==> src/crf_defs.svh <==
// constants of the can receiver flag and status block
// assumes: included by bare name, holds definitions only
`ifndef CRF_DEFS_SVH
`define CRF_DEFS_SVH

// ----------------------------------------------------------------
// register offsets
// ----------------------------------------------------------------
`define CRF_ADDR_FLAG 8'h00
`define CRF_ADDR_IRQ_EN 8'h01

// ----------------------------------------------------------------
// field positions in the flag register and the enable register
// ----------------------------------------------------------------
`define CRF_WAKE_BIT 7
`define CRF_CSC_BIT 6
`define CRF_RST_HI 5
`define CRF_RST_LO 4
`define CRF_TST_HI 3
`define CRF_TST_LO 2
`define CRF_OVR_BIT 1
`define CRF_RXF_BIT 0

// ----------------------------------------------------------------
// reset values and error tally limits
// ----------------------------------------------------------------
`define CRF_FLAG_RST 8'h00
`define CRF_IRQ_EN_RST 8'h00
`define CRF_WARN_LIMIT 9'h060
`define CRF_PASSIVE_LIMIT 9'h07f
`define CRF_BUSOFF_LIMIT 9'h0ff

`endif

==> src/crf_pkg.sv <==
// types of the can receiver flag and status block
// assumes: compiled before every module of the block
package crf_pkg;

  // bus status coding of the receiver and transmitter state fields
  typedef enum logic [1:0] {
    crf_healthy,
    crf_warning,
    crf_passive,
    crf_busoff
  } crf_errst_e;

endpackage

==> src/crf_flag_status.sv <==
// receiver flag and status logic of a can controller
// assumes: tallies, overrun and fifo signals come from logic on clk_i,
// bus activity comes from the pin and is synchronised here
//
// Overview of operation
// - writing 1 clears a flag, 0 does nothing; state fields are read-only
// - in init mode the four flag bits hold reset value and the register rejects writes
// - once request and acknowledge are both 0, writes are accepted again
// - init mode leaves the receiver and transmitter state fields alone
// - bus activity in sleep with wake detect enabled sets the wake flag
// - wake flag with its enable keeps the wake-up request high
// - a change of bus status from the tallies sets the status change flag
// - status change or overrun flag, if enabled, hold the error request
// - state fields freeze while the status change flag is pending
// - receiver field: 00 up to 96, 01 to 127, 10 above, 11 bus-off
// - transmitter field shows transmit status, updated with the change flag
// - bus-off also shows in receiver field; leaving it returns to healthy
// - a receive overrun sets the overrun flag
// - shifting a good message into the foreground slot sets receive full
// - no shift into the foreground slot while receive full is set
// - receive full with its enable keeps the receive request high
// - a clear is ignored while the setting condition is still present
// - each flag is gated by its own enable bit before it requests
//
// The register addresses and strobed register access were chosen for this implementation.
`timescale 1ns/1ns
`include "crf_defs.svh"
module crf_flag_status
#(
  parameter int ADDR_W = 8,
  parameter int TX_CNT_W = 9,
  parameter int RX_CNT_W = 8
)
(
  // clock and reset
  input wire logic clk_i,
  input wire logic nrst_i,
  // register port
  input wire logic [ADDR_W-1:0] addr_i,
  input wire logic [7:0] wdata_i,
  input wire logic wr_i,
  input wire logic rd_i,
  output logic [7:0] rdata_o,
  // mode control
  input wire logic init_request_i,
  input wire logic init_acknowledge_i,
  input wire logic sleep_mode_i,
  input wire logic wake_detect_enable_i,
  // can bus pin activity
  input wire logic bus_activity_i,
  // error tallies
  input wire logic [TX_CNT_W-1:0] tx_fault_tally_i,
  input wire logic [RX_CNT_W-1:0] rx_fault_tally_i,
  // receive fifo
  input wire logic overrun_event_i,
  input wire logic fifo_pending_i,
  output logic fg_shift_o,
  // interrupt requests
  output logic wake_irq_o,
  output logic error_irq_o,
  output logic rx_irq_o
);
  import crf_pkg::*;

  // ----------------------------------------------------------------
  // mode decode and register access
  // ----------------------------------------------------------------
  logic init_active;
  logic write_open;
  logic flag_wr;
  logic ie_wr;

  assign init_active = init_request_i && init_acknowledge_i;
  // the half-way handshake states count as closed for writes
  assign write_open = !init_request_i && !init_acknowledge_i;
  assign flag_wr = wr_i && write_open && (addr_i == ADDR_W'(`CRF_ADDR_FLAG));
  assign ie_wr = wr_i && write_open && (addr_i == ADDR_W'(`CRF_ADDR_IRQ_EN));

  // ----------------------------------------------------------------
  // wake detection
  // ----------------------------------------------------------------
  logic activity_sync;
  logic wake_set;

  crf_sync2 u_act_sync
  (
    .clk_i(clk_i),
    .nrst_i(nrst_i),
    .d_i(bus_activity_i),
    .q_o(activity_sync)
  );

  assign wake_set = sleep_mode_i && wake_detect_enable_i && activity_sync;

  // ----------------------------------------------------------------
  // bus status from the tallies
  // ----------------------------------------------------------------
  logic tx_bus_off;
  crf_errst_e live_tx;
  crf_errst_e live_rx;
  crf_errst_e rx_target;
  crf_errst_e rst_ff;
  crf_errst_e tst_ff;
  logic status_change;

  assign tx_bus_off = tx_fault_tally_i > TX_CNT_W'(`CRF_BUSOFF_LIMIT);

  crf_state_map #(.CNT_W(TX_CNT_W)) u_tx_map
  (
    .count_i(tx_fault_tally_i),
    .bus_off_i(tx_bus_off),
    .state_o(live_tx)
  );

  // the receive tally is widened so both maps share the same limits
  crf_state_map #(.CNT_W(TX_CNT_W)) u_rx_map
  (
    .count_i(TX_CNT_W'(rx_fault_tally_i)),
    .bus_off_i(tx_bus_off),
    .state_o(live_rx)
  );

  // leaving bus-off skips straight to healthy, whatever the rx tally says
  assign rx_target = (rst_ff == crf_busoff && !tx_bus_off) ? crf_healthy : live_rx;

  // ----------------------------------------------------------------
  // status change flag and frozen state fields
  // ----------------------------------------------------------------
  logic csc_ff;

  // a pending flag blocks detection, so later changes wait for the clear
  assign status_change = !csc_ff && ((rx_target != rst_ff) || (live_tx != tst_ff));

  // fields are not touched by init mode, only by the blocking flag
  always_ff @(posedge clk_i)
  begin
    if (!nrst_i)
    begin
      rst_ff <= crf_healthy;
      tst_ff <= crf_healthy;
    end
    else if (status_change)
    begin
      rst_ff <= rx_target;
      tst_ff <= live_tx;
    end
  end

  // ----------------------------------------------------------------
  // foreground slot shift
  // ----------------------------------------------------------------
  logic rxf_ff;
  logic shift_set;
  logic fg_shift_ff;

  // the fifo holds only messages that passed id, crc and error checks
  assign shift_set = fifo_pending_i && !rxf_ff && !init_active;

  always_ff @(posedge clk_i)
  begin
    if (!nrst_i)
      fg_shift_ff <= 1'b0;
    else
      fg_shift_ff <= shift_set;
  end

  assign fg_shift_o = fg_shift_ff;

  // ----------------------------------------------------------------
  // sticky flags, one slice per flag
  // ----------------------------------------------------------------
  localparam int FLAG_N = 4;
  localparam int flag_pos [FLAG_N] = '{`CRF_WAKE_BIT, `CRF_CSC_BIT, `CRF_OVR_BIT, `CRF_RXF_BIT};
  logic [FLAG_N-1:0] flag_set;
  logic [FLAG_N-1:0] flag_ff;

  assign flag_set = {wake_set, status_change, overrun_event_i, shift_set};

  generate
    for (genvar k = 0; k < FLAG_N; k++)
    begin : g_flag
      logic nxt_flag;
      always_comb
      begin
        if (init_active)
          nxt_flag = 1'b0;
        else if (flag_set[FLAG_N-1-k])
          nxt_flag = 1'b1;
        else if (flag_wr && wdata_i[flag_pos[k]])
          nxt_flag = 1'b0;
        else
          nxt_flag = flag_ff[FLAG_N-1-k];
      end
      always_ff @(posedge clk_i)
      begin
        if (!nrst_i)
          flag_ff[FLAG_N-1-k] <= 1'b0;
        else
          flag_ff[FLAG_N-1-k] <= nxt_flag;
      end
    end
  endgenerate

  assign csc_ff = flag_ff[2];
  assign rxf_ff = flag_ff[0];

  // ----------------------------------------------------------------
  // interrupt enable register
  // ----------------------------------------------------------------
  logic [7:0] ie_ff;
  logic [7:0] ie_mask;

  assign ie_mask = (8'h01 << `CRF_WAKE_BIT) | (8'h01 << `CRF_CSC_BIT)
                 | (8'h01 << `CRF_OVR_BIT) | (8'h01 << `CRF_RXF_BIT);

  always_ff @(posedge clk_i)
  begin
    if (!nrst_i)
      ie_ff <= `CRF_IRQ_EN_RST;
    else if (init_active)
      ie_ff <= `CRF_IRQ_EN_RST;
    else if (ie_wr)
      ie_ff <= wdata_i & ie_mask;
  end

  // ----------------------------------------------------------------
  // interrupt requests
  // ----------------------------------------------------------------
  logic wake_irq_ff;
  logic error_irq_ff;
  logic rx_irq_ff;

  always_ff @(posedge clk_i)
  begin
    if (!nrst_i)
    begin
      wake_irq_ff <= 1'b0;
      error_irq_ff <= 1'b0;
      rx_irq_ff <= 1'b0;
    end
    else
    begin
      wake_irq_ff <= flag_ff[3] && ie_ff[`CRF_WAKE_BIT];
      error_irq_ff <= (csc_ff && ie_ff[`CRF_CSC_BIT])
                   || (flag_ff[1] && ie_ff[`CRF_OVR_BIT]);
      rx_irq_ff <= rxf_ff && ie_ff[`CRF_RXF_BIT];
    end
  end

  assign wake_irq_o = wake_irq_ff;
  assign error_irq_o = error_irq_ff;
  assign rx_irq_o = rx_irq_ff;

  // ----------------------------------------------------------------
  // read data
  // ----------------------------------------------------------------
  logic [7:0] flag_view;
  logic [7:0] rdata_ff;
  logic [7:0] nxt_rdata;

  always_comb
  begin
    flag_view = `CRF_FLAG_RST;
    flag_view[`CRF_WAKE_BIT] = flag_ff[3];
    flag_view[`CRF_CSC_BIT] = csc_ff;
    flag_view[`CRF_RST_HI:`CRF_RST_LO] = rst_ff;
    flag_view[`CRF_TST_HI:`CRF_TST_LO] = tst_ff;
    flag_view[`CRF_OVR_BIT] = flag_ff[1];
    flag_view[`CRF_RXF_BIT] = rxf_ff;
  end

  always_comb
  begin
    nxt_rdata = 8'h00;
    if (rd_i && addr_i == ADDR_W'(`CRF_ADDR_FLAG))
      nxt_rdata = flag_view;
    else if (rd_i && addr_i == ADDR_W'(`CRF_ADDR_IRQ_EN))
      nxt_rdata = ie_ff;
  end

  // data stand for one cycle only and return to zero after
  always_ff @(posedge clk_i)
  begin
    if (!nrst_i)
      rdata_ff <= 8'h00;
    else
      rdata_ff <= nxt_rdata;
  end

  assign rdata_o = rdata_ff;
endmodule

==> src/crf_sync2.sv <==
// two flip-flop synchroniser for one level from a pin
// assumes: level changes slowly against clk_i
`timescale 1ns/1ns
module crf_sync2
(
  // clock and reset
  input wire logic clk_i,
  input wire logic nrst_i,
  // level
  input wire logic d_i,
  output logic q_o
);

  logic meta_ff;
  logic sync_ff;

  always_ff @(posedge clk_i)
  begin
    if (!nrst_i)
    begin
      meta_ff <= 1'b0;
      sync_ff <= 1'b0;
    end
    else
    begin
      meta_ff <= d_i;
      sync_ff <= meta_ff;
    end
  end

  assign q_o = sync_ff;

endmodule

==> src/crf_state_map.sv <==
// maps an error tally onto the two-bit bus status coding
// assumes: count is zero-extended to nine bits by the caller
`timescale 1ns/1ns
`include "crf_defs.svh"
module crf_state_map
#(
  parameter int CNT_W = 9
)
(
  // tally in
  input wire logic [CNT_W-1:0] count_i,
  input wire logic bus_off_i,
  // coded status out
  output crf_pkg::crf_errst_e state_o
);
  import crf_pkg::*;

  always_comb
  begin
    if (bus_off_i)
      state_o = crf_busoff;
    else if (count_i > CNT_W'(`CRF_PASSIVE_LIMIT))
      state_o = crf_passive;
    else if (count_i > CNT_W'(`CRF_WARN_LIMIT))
      state_o = crf_warning;
    else
      state_o = crf_healthy;
  end

endmodule

==> config.mk <==
export PLATFORM = sky130hd
export DESIGN_NAME = crf_flag_status
export DESIGN_NICKNAME = d
export VERILOG_FILES = /design/src/crf_pkg.sv /design/src/crf_flag_status.sv /design/src/crf_sync2.sv /design/src/crf_state_map.sv
export VERILOG_INCLUDE_DIRS = /design/src /design/src/src
export SDC_FILE = /design/constraint.sdc
export NUM_CORES = 1
export LEC_CHECK = 0
export BUFFER_PORTS_ARGS = -buffer_cell sky130_fd_sc_hd__buf_2
export CAP_MARGIN = 20
export CORE_MARGIN = 8
export CORE_UTILIZATION = 35
export DETAILED_ROUTE_END_ITERATION = 10
export PLACE_DENSITY = 0.62
export SLEW_MARGIN = 20
export SYNTH_ARGS = -nofsm -noshare
export SYNTH_HDL_FRONTEND = slang
export SYNTH_HIERARCHICAL = 1
export SYNTH_SLANG_ARGS = --single-unit
==> constraint.sdc <==
create_clock -name clk_i -period 4.6 [get_ports clk_i]
set_input_delay 0.46 -clock clk_i [delete_from_list [all_inputs] [get_ports clk_i]]
set_output_delay 0.46 -clock clk_i [all_outputs]
set_load 0.02 [all_outputs]
Word-level counts from Yosys, hierarchy flattened. Cells that the tools add are included.

$lt $le $gt $ge: 5. Multipliers: 0. $add $sub $neg: 0. Multiplexer cells: 17. Div/mod/pow operators: 0. Shift operators: 0. Equal/unequal tests: 4. Reduce and logical (&&, ||, !) cells: 35. Bitwise logic cells: 1.

Operators with widths (count): logical AND 1 bit (21); > comparator 9 x 7 -> 1 bit, second input constant (2); > comparator 8 x 7 -> 1 bit, second input constant (2); 2-to-1 mux 8 bit (2); 2-to-1 mux 1 bit (10); 2-to-1 mux 2 bit (5); > comparator 9 x 8 -> 1 bit, second input constant (1); equality test 8 x 1 -> 1 bit, second input constant (1); logical NOT 8 bit (1); nonzero test 2 bit (4); logical NOT 1 bit (6); inequality test 2 bit (2); equality test 2 bit, second input constant (1); logical OR 1 bit (2); OR reduction 2 bit (1); NOT 1 bit (1).

Bits in registers: 26. ROM bits: 0. RAM bits: 0. Bits in latches: 0. Logic and storage cells: 76. Memories: 0. Input bits: 44. Output and inout bits: 12.

Depth between registers and ports, before layout. Gate-level depths: netlist of run 1.

Depth in word-level cells: 9. Mapped depth: 7. Mapped depth without buffers: 6.

By module. The synthesis of run 1 kept the hierarchy.

Modules (own cells, without submodules): crf_flag_status (area an instance 958.4 µm², seq. area each 480.5 µm², times used 1, cells an instance 97); crf_state_map (area an instance 33.8 µm², seq. area each 0.0 µm², times used 2, cells an instance 4); crf_sync2 (area an instance 52.6 µm², seq. area each 40.0 µm², times used 1, cells an instance 4).

Worst setup path before layout of run 1. OpenSTA, ideal clock, no wires.

Path kind: input to register. From: input port tx_fault_tally_i[2]. To: register rst_ff[0]. Required time: 4.538 ns. Stages on the path: 6. Path buffers: 0. Path slack: 2.532 ns. Arrival: 2.006 ns. Cell sequence: or4_1 -> o32a_1 -> xnor2_1 -> and3_4 -> a2111o_1 -> nand3_1.

Longest elaborated chain between the ends: 7. Elaborated cells between the ends (all ways): 14.

RTL lines: start: declaration (RTL line crf_flag_status.sv:52) `input wire logic [TX_CNT_W-1:0] tx_fault_tally_i,`; > comparator 9 x 7 -> 1 bit (RTL line crf_state_map.sv:24) `` else if (count_i > CNT_W'(`CRF_WARN_LIMIT)) ``; 2-to-1 mux 1 bit (RTL line crf_state_map.sv:24); 2-to-1 mux 2 bit (RTL line crf_state_map.sv:22) `` else if (count_i > CNT_W'(`CRF_PASSIVE_LIMIT)) ``; 2-to-1 mux 2 bit (*) (RTL line crf_state_map.sv:20) `if (bus_off_i)`; net live_tx[0] (RTL line crf_flag_status.sv:99) `crf_errst_e live_tx;`; inequality test 2 bit (*) (RTL line crf_flag_status.sv:132) `assign status_change = !csc_ff && ((rx_target != rst_ff) || (live_tx != tst_ff));`; logical OR 1 bit (*) (RTL line crf_flag_status.sv:132); logical AND 1 bit (*) (RTL line crf_flag_status.sv:132); end signal: assignment (RTL line crf_flag_status.sv:139) `rst_ff <= crf_healthy;`; end signal: assignment (RTL line crf_flag_status.sv:144) `rst_ff <= rx_target;`; end: declaration (RTL line crf_flag_status.sv:102) `crf_errst_e rst_ff;`.

The timed path passes the listed nets; every way through them passes the cells marked *. A chain may end at the register's enable or synchronous reset.

Worst setup path in the final report of run 1.
From: input port rx_fault_tally_i[2]. To: register rst_ff[0].

Longest elaborated chain between the ends: 8. Elaborated cells between the ends (all ways): 9.

RTL lines: start: declaration (RTL line crf_flag_status.sv:53) `input wire logic [RX_CNT_W-1:0] rx_fault_tally_i,`; > comparator 8 x 7 -> 1 bit (RTL line crf_state_map.sv:24); 2-to-1 mux 1 bit (RTL line crf_state_map.sv:24); 2-to-1 mux 2 bit (*) (RTL line crf_state_map.sv:22); 2-to-1 mux 2 bit (*) (RTL line crf_state_map.sv:20); net live_rx[0] (RTL line crf_flag_status.sv:100) `crf_errst_e live_rx;`; 2-to-1 mux 2 bit (*) (RTL line crf_flag_status.sv:124) `assign rx_target = (rst_ff == crf_busoff && !tx_bus_off) ? crf_healthy : live_rx;`; inequality test 2 bit (RTL line crf_flag_status.sv:132); logical OR 1 bit (RTL line crf_flag_status.sv:132); logical AND 1 bit (RTL line crf_flag_status.sv:132).

Marked as above.

==> results.toml, run 1 <==
[layout]
multi_input_area_um2 = 538.0
antenna_cells = 0
area_growth_pct = 30.05
final_nets = 207
fillers = 305
regArea_um2 = 520.5
post_route_cells_drive_above_1_share = 0.3765

[status]
status = "finished, final reports clean"

[sta]
drv_slew = 0
setup_tns_ns = 0
final-hold-violation-count = 0
post-route-min-period_ns = 1.922
period_share = 0.4178
rsz0062_at_grt = "no"
timing.fmax_mhz = 520.3
fin_skew_ns = 0.003877
hold_slack_ns = 0.3294
setup_violations = 0

[routing]
first_iter_violations = 25
vias = 981
vias_per_cell = 5.031
post_drt_wl_per_cell_um = 13.07
drc = 0
routed_wl_um = 2549
ant_nets = 0
drt_pass1_iterations = 4

[grt]
grt_max_degree = 15
gr-usage-all-layers = 0.1033
grt_pass1_wl_um = 4333
overflow = 0
antenna_found_initial = 0
grt_pass1_vias = 1040

[synth]
synth_common_cells = "26 x dfxtp_1, 7 x and2_1, 7 x nand3_1, 7 x nor2_1"
synth-seq-cells = 26
yosysSeqAreaShare = 0.4826
async_reset_ff_frac = 0
yosysWarnings = 6
synth_cell_types = 37
synthesis.area_um2 = 1079
synth-edff-count = 0
yosysMostFrequentCell = "dfxtp_1"
synthTopCellsByArea = "dfxtp_1 48%, mux2i_1 4.6%, and2_1 4.1%"
synth.top_cell.area_share = 0.4826
yosysTopAreaCell = "dfxtp_1"
syn_avg_cell_area_um2 = 9.895
ys.flop_type = "dfxtp_1"
netlist_instances = 109

[clock_network]
cts-buffers-inserted = 3
cts.path.max_buffers = 2
cts_hold_buf = 0
cts_setup_buffers = 0
clk_latency_ns = 0.32
cts.sinks = 26
cts_max_level = 1
cts_resized = 0
tritoncts = "done"
root_buffer = "clkbuf_4"
path_clk_slew_ns = 0.13

[die]
die_area_um2 = 5114
initial_core_util = 0.3592
die_h_um = 71.51
rows = 20
coreArea_um2 = 3003
pin_count = 56
die_w_um = 71.51

[critical_path]
endpoint_kind = "flop"
critPathLaunchType = "input port"
critical_path_arrival_ns = 2.19
critPathMaxFanout = 4
critical_path_class = "input port to flop"
required_ns = 4.87

[power]
power.density_nw_per_um2 = 286.6
static-leakage-power_uw = 0.0006760
ir_drop_v = 0.0001109

[placement]
gp_congestion = 0.7635
numPortBuffers = 51
hpwl_um = 2136

[job]
cap_violations = 0

[min_path]
hold_class = "input port to flop"
flip-flops by register name, indices dropped and copies added (netlist names), 2 cells and up:
signal   count
tst_ff       2
ie_ff        4
rdata_o      8
flag_ff      2
rst_ff       2
worst max-delay path, stage by stage:
cell and delay, ns:
buf_2 0.09, or4_1 0.52, o32a_1 0.34, xnor2_1 0.16, and3_4 0.19, a2111o_1 0.36
nand3_1 0.07
layout by cell type, fill, tap and decap left out, types with 2 or more instances in the layout:
master and instances:
buf_2 51, dfxtp_1 26, nand3_1 7, and2_1 7
nor2_1 7, nand2_1 5, mux2i_1 5, a22o_1 4
inv_1 3, xnor2_1 3, a31oi_1 3, nor4bb_1 3
clkbuf_4 3, nor3b_1 2, o211ai_1 2, and3_1 2
nand4_1 2, nand3b_1 2, a21oi_1 2, or4_1 2
conb_1 2, o32a_1 2, or3_1 2
metal layers:
| metal | global-route usage | vias up | wire length [µm] |
|---|---|---|---|
| met5 | 0 | - | 0 |
| met4 | 0.05442 | 0 | 27 |
| met3 | 0.02371 | 2 | 131 |
| met2 | 0.1796 | 28 | 1259 |
| met1 | 0.1141 | 446 | 1131 |
| li1 | - | 505 | - |
final timing paths:
path / endpoint / startpoint / cells past startpoint / slack, ns
hold reg to reg: u_act_sync/q_o$_SDFF_PN0_ / u_act_sync/meta_ff$_SDFF_PN0_ / 1 / 0.45
setup / recovery: rst_ff[0]$_SDFFE_PN0P_ / rx_fault_tally_i[2] / 7 / 2.68
setup reg to reg: rst_ff[0]$_SDFFE_PN0P_ / rst_ff[0]$_SDFFE_PN0P_ / 4 / 3.28
hold / removal: rxf_ff$_SDFFE_PP0P_ / wdata_i[0] / 2 / 0.33
where the power goes:
group	internal [µW]	switching, µW	total, µW
clock network	48.4	64.8	113
registers	232	7.66	240
logic	26.9	22.2	49.0
total	307	94.6	402
cell type report:
class / instances / share of cell area
timing repair buffer: 51 / 0.1820
sequential: 26 / 0.3711
multi-input combinational: 78 / 0.3836
inverter: 3 / 0.008029
clock buffer: 4 / 0.02587
tap: 33 / 0.02944
through the flow:
stage | setup WS, ns | instances | area, µm² | power (µW) | util
after floorplan | 2.532 | 110 | 1082 | 270.0 | -
after global placement | 2.358 | 191 | 1366 | 292.1 | 0.4550
after detailed placement | 2.341 | 191 | 1366 | 294.1 | 0.4550
after CTS | 2.686 | 195 | 1403 | 406.7 | 0.4671
after global routing | 2.658 | 195 | 1403 | 423.9 | 0.4671
final | 2.678 | 195 | 1403 | 402.0 | 0.4671
cells by family (layout without fill, tap and decap cells):
logic type      Yosys count  count (layout)  share of synthesized area
buf+inv                   6              58                    0.02204
other cells               1               2                   0.003477
mux                       5               5                    0.04641
simple gates             48              48                     0.2738
xor+xnor                  3               3                    0.02437
compound gates           20              20                     0.1473
flops                    26              26                     0.4826
(Power assumes the default switching activity.)
==> run 2, diff against run 1 <==
- clock period: 4.6 -> 1.9 ns (I/O delays scaled with it)
==> run 2 against run 1 <==
  * Count of clock-buffer cells in the layout decreased by 1
  * Register-to-register slack got worse by 2.7 ns
  * Clock power increased to 3.3 times the previous value
  * Non-clock buffer count increased by 1
==> results.toml, run 2 (same netlist as run 1, synthesis figures left out) <==
[critical_path]
critPathLaunchType = "input port"
cp_slowest_stage_delay_ns = 0.52
crit_slowest_cell = "or4_1"
critical_path_class = "input port to flop"
critPathMaxFanout = 4
crit_cells = 7
critPathBufInv = 1
endpoint_kind = "flop"
r2r_cells = 4
crit_path_cell_trace = "buf_2, or4_1, o32a_1, xnor2_1, and3_4, a2111o_1, nand3_1"
required_ns = 2.17
reg2reg_to = "rst_ff[0]$_SDFFE_PN0P_"
critical_path_arrival_ns = 1.91
r2r_start = "rst_ff[0]$_SDFFE_PN0P_"
path_delay_family = "simple AND/OR/NAND/NOR gates"
rrSetupSlack_ns = 0.58

[min_path]
whs_path_depth = 2
hold_class = "input port to flop"
hold_path_end = "rxf_ff$_SDFFE_PP0P_"
worstHoldStart = "wdata_i[0]"

[clock_network]
cts_max_level = 1
cts_setup_buffers = 0
clk_latency_ns = 0.31
cts-buffers-inserted = 3
path_clk_slew_ns = 0.14
root_buffer = "clkbuf_4"
tritoncts = "done"
cts_hold_buf = 0
cts.sinks = 26
cts.path.max_buffers = 2
cts_resized = 0

[routing]
vias_per_cell = 5.010
ant_nets = 0
drt_pass1_iterations = 6
first_iter_violations = 30
routed_wl_um = 2637
post_drt_wl_per_cell_um = 13.45
vias = 982
drc = 0

[die]
rows = 20
initial_core_util = 0.3592
die_area_um2 = 5114
die_w_um = 71.51
die_h_um = 71.51
coreArea_um2 = 3003
pin_count = 56

[grt]
grt_max_degree = 16
grt_pass1_wl_um = 4374
overflow = 0
antenna_found_initial = 0
grt_pass1_vias = 1001
gr-usage-all-layers = 0.1031

[sta]
post-route-min-period_ns = 1.644
final-hold-violation-count = 0
period_share = 0.8652
drv_slew = 0
fin_skew_ns = 0.001798
setup_tns_ns = 0
setup_violations = 0
timing.fmax_mhz = 608.3
rsz0062_at_grt = "no"

[layout]
layout.cells.non_filler = 196
area_growth_pct = 32.25
post_route_cells_drive_above_1_share = 0.3804
layout_commonest_cell = "buf_2"
largest_reg_flops = 8
mostFrequentLayoutCells = "51 x buf_2, 26 x dfxtp_1, 7 x nand3_1, 7 x and2_1, 7 x nor2_1"
postLayoutCellArea_um2 = 1426
antenna_cells = 0
final_nets = 208

[placement]
place_inst = 192
hpwl_um = 2163
numPortBuffers = 51
dpl_cell_area_um2 = 1374
gp_congestion = 0.7722

[power]
power.density_nw_per_um2 = 753.9
ir_drop_v = 0.0004116
static-leakage-power_uw = 0.0006878

[status]
status = "finished, final reports clean"

[job]
cap_violations = 0
## run 2: cell count changes in the layout (fill, tap and decap cells not counted)
| cell | delta |
|---|---|
| buf_4 | +1 |
| bufinv_16 | +1 |
| clkbuf_8 | -1 |
## run 2: worst max-delay path by stage
stage                              from                      to  slack, ns
finish              rx_fault_tally_i[2]  rst_ff[0]$_SDFFE_PN0P_       0.26
global route        rx_fault_tally_i[2]  tst_ff[0]$_SDFFE_PN0P_       0.20
CTS                 rx_fault_tally_i[2]  rst_ff[0]$_SDFFE_PN0P_       0.26
detailed placement  rx_fault_tally_i[2]  rst_ff[0]$_SDFFE_PN0P_      -0.07
global placement    rx_fault_tally_i[2]  rst_ff[0]$_SDFFE_PN0P_      -0.06
floorplan           tx_fault_tally_i[2]  rst_ff[0]$_SDFFE_PN0P_       0.10
## run 2: layout make-up
type,instances,area (µm²)
Sequential cell,26,520.5
Tap cell,33,41.29
Multi-Input combinational cell,78,538.0
Clock buffer,3,22.52
Inverter,3,11.26
Timing Repair Buffer,52,262.8
Clock inverter,1,30.03
Fill cell,296,1577
## run 2: power by group
part	internal [µW]	leakage, µW	switching (µW)
clock network	213	0.0000279	161
registers	562	0.000212	18.5
logic	66.4	0.000448	54.4
total	842	0.000688	234
## run 2: through the flow
step,total power (µW),util,worst slack (ns),hold slack [ns]
6_report,1075,0.4750,0.2561,0.06655
5_1_grt,1127,0.4750,0.1975,0.06276
4_1_cts,1087,0.4750,0.2649,0.05703
3_5_place_dp,714.0,0.4575,-0.06796,0.3959
3_3_place_gp,708.9,0.4575,-0.05702,0.3924
2_1_floorplan,653.7,-,0.1023,0.2919
## run 2: layer usage
layer | routed length [µm] | track usage
met1 | 1156 | 0.1200
met3 | 162 | 0.02650
met2 | 1298 | 0.1786
met4 | 19 | 0.03401
met5 | 0 | 0
==> run 3, diff against run 2 <==
- clock period: 1.9 -> 1.91 ns (I/O delays scaled with it)
==> run 3 against run 2 <==
  * Count of clock-buffer cells in the layout grew 1
  * Core utilization down 0.54 points
  * Sequential power is essentially flat
  * Clock power shrank 26%
  * Critical path type unchanged
  * Critical path depth stayed put
  * Combinational power about the same
  * Clock skew barely moved
  * Setup slack improved by 0.0021 ns
  * Design area fell by 1.1%
  * Flip-flop and latch count stayed put
==> results.toml, run 3 (same netlist as run 1, synthesis figures left out) <==
[layout]
post_route_cells_drive_above_1_share = 0.3804
final_nets = 208
largest_reg_flops = 8
layout_commonest_cell = "buf_2"
postLayoutCellArea_um2 = 1410
antenna_cells = 0
fillers = 303
mostFrequentLayoutCells = "51 x buf_2, 26 x dfxtp_1, 7 x nand3_1, 7 x and2_1, 7 x nor2_1"
area_growth_pct = 30.74

[sta]
drv_slew = 0
fin_ws_ns = 0.2581
setup_violations = 0
post-route-min-period_ns = 1.652
period_share = 0.8649
final-hold-violation-count = 0
fin_skew_ns = 0.001738
timing.fmax_mhz = 605.4
rsz0062_at_grt = "no"

[clock_network]
cts_setup_buffers = 0
tritoncts = "done"
cts.sinks = 26
clk_latency_ns = 0.32
cts_max_level = 1
cts-buffers-inserted = 3
root_buffer = "clkbuf_4"
cts_resized = 0
path_clk_slew_ns = 0.13
cts.path.max_buffers = 2
cts_hold_buf = 0

[grt]
grt_pass1_vias = 1060
gr-usage-all-layers = 0.1060
overflow = 0
antenna_found_initial = 0
grt_pass1_wl_um = 4429
met1_usage = 0.1184
grt.busiest_layer = "met2"
grt.met3_usage = 0.02371
grt_max_degree = 15
grt_util_met2 = 0.1867

[die]
die_w_um = 71.51
die_h_um = 71.51
pin_count = 56
initial_core_util = 0.3592
coreArea_um2 = 3003
die_area_um2 = 5114
rows = 20

[min_path]
worstHoldStart = "bus_activity_i"
hold_path_end = "u_act_sync/meta_ff$_SDFF_PN0_"
hold_class = "input port to flop"
whs_path_depth = 2

[critical_path]
critical_path_class = "input port to flop"
required_ns = 2.18
critical_path_arrival_ns = 1.93
crit_path_cell_trace = "buf_2, or4_1, o32a_1, xnor2_1, and3_4, a2111o_1, nand3_1"
rrSetupSlack_ns = 0.60
r2r_start = "rst_ff[0]$_SDFFE_PN0P_"
critPathMaxFanout = 4
endpoint_kind = "flop"
reg2reg_to = "rst_ff[0]$_SDFFE_PN0P_"
critPathLaunchType = "input port"
crit_slowest_cell = "or4_1"
r2r_cells = 4
cp_slowest_stage_delay_ns = 0.52

[routing]
vias_per_cell = 5.107
drc = 0
post_drt_wl_per_cell_um = 13.65
vias = 1001
ant_nets = 0
first_iter_violations = 19
routed_wl_um = 2675
drt_pass1_iterations = 4

[status]
status = "finished, final reports clean"

[placement]
gp_congestion = 0.7718
place_ws_ns = -0.06048
numPortBuffers = 51
dpl_cell_area_um2 = 1374
hpwl_um = 2218

[power]
p_switching_uw = 232.5
pwr-share-clk = 0.284
power_uw = 974.4
p_seq_frac = 0.593
power.density_nw_per_um2 = 691.0
p_int_uw = 741.9
pwr-share-comb = 0.123
ir_drop_v = 0.0002651
static-leakage-power_uw = 0.0006808
switching_share = 0.2386

[job]
cap_violations = 0
==> run 3: cell count changes in the layout (fill, tap and decap cells not counted) <==
cell,before,now
bufinv_16,1,0
clkbuf_8,0,1
==> run 3: worst max-delay path: cells and delay by family <==
kind,cells,cell delay (ns)
xor gates and xnor gates,1,0.16
and+or+nand+nor,3,0.78
AOI/OAI and AO/OA,2,0.71
buffers and inverters,1,0.09
==> run 3: power groups by stage <==
| stage | clock network, µW | registers, µW | logic, µW |
|---|---|---|---|
| floorplan | 0 | 583 | 67.2 |
| global placement | 0 | 588 | 117 |
| detailed placement | 0 | 590 | 121 |
| CTS | 289 | 578 | 121 |
| global route | 307 | 581 | 134 |
| finish | 276 | 578 | 120 |
==> run 3: how the worst max path moves through the flow <==
stage | startpoint | to | slack (ns)
after floorplan | tx_fault_tally_i[2] | rst_ff[0]$_SDFFE_PN0P_ | 0.11
after global placement | rx_fault_tally_i[2] | rst_ff[0]$_SDFFE_PN0P_ | -0.05
after detailed placement | rx_fault_tally_i[2] | rst_ff[0]$_SDFFE_PN0P_ | -0.06
after CTS | rx_fault_tally_i[2] | rst_ff[0]$_SDFFE_PN0P_ | 0.26
after global routing | rx_fault_tally_i[2] | rst_ff[0]$_SDFFE_PN0P_ | 0.18
final | rx_fault_tally_i[2] | rst_ff[0]$_SDFFE_PN0P_ | 0.26
==> run 3: layout make-up <==
cell class	count	area (µm²)	area share
Clock buffer	4	36.28	0.02573
Inverter	3	11.26	0.007986
Multi-Input combinational cell	78	538.0	0.3815
Sequential cell	26	520.5	0.3691
Tap cell	33	41.29	0.02928
Timing Repair Buffer	52	262.8	0.1863
==> run 3: metal layers <==
| metal | vias to the layer above | wire length, µm |
|---|---|---|
| li1 | 507 | - |
| met1 | 457 | 1103 |
| met2 | 32 | 1383 |
| met3 | 5 | 144 |
| met4 | 0 | 44 |
| met5 | - | 0 |
==> run 3: metrics by stage <==
stage / cells / hold WS [ns] / utilization / TNS [ns]
final: 196 / 0.06371 / 0.4696 / 0
after global routing: 196 / 0.04815 / 0.4696 / 0
after detailed placement: 192 / 0.4036 / 0.4575 / -0.1094
after floorplan: 110 / 0.2929 / - / 0
after CTS: 196 / 0.05128 / 0.4696 / 0
after global placement: 192 / 0.3934 / 0.4575 / -0.04828
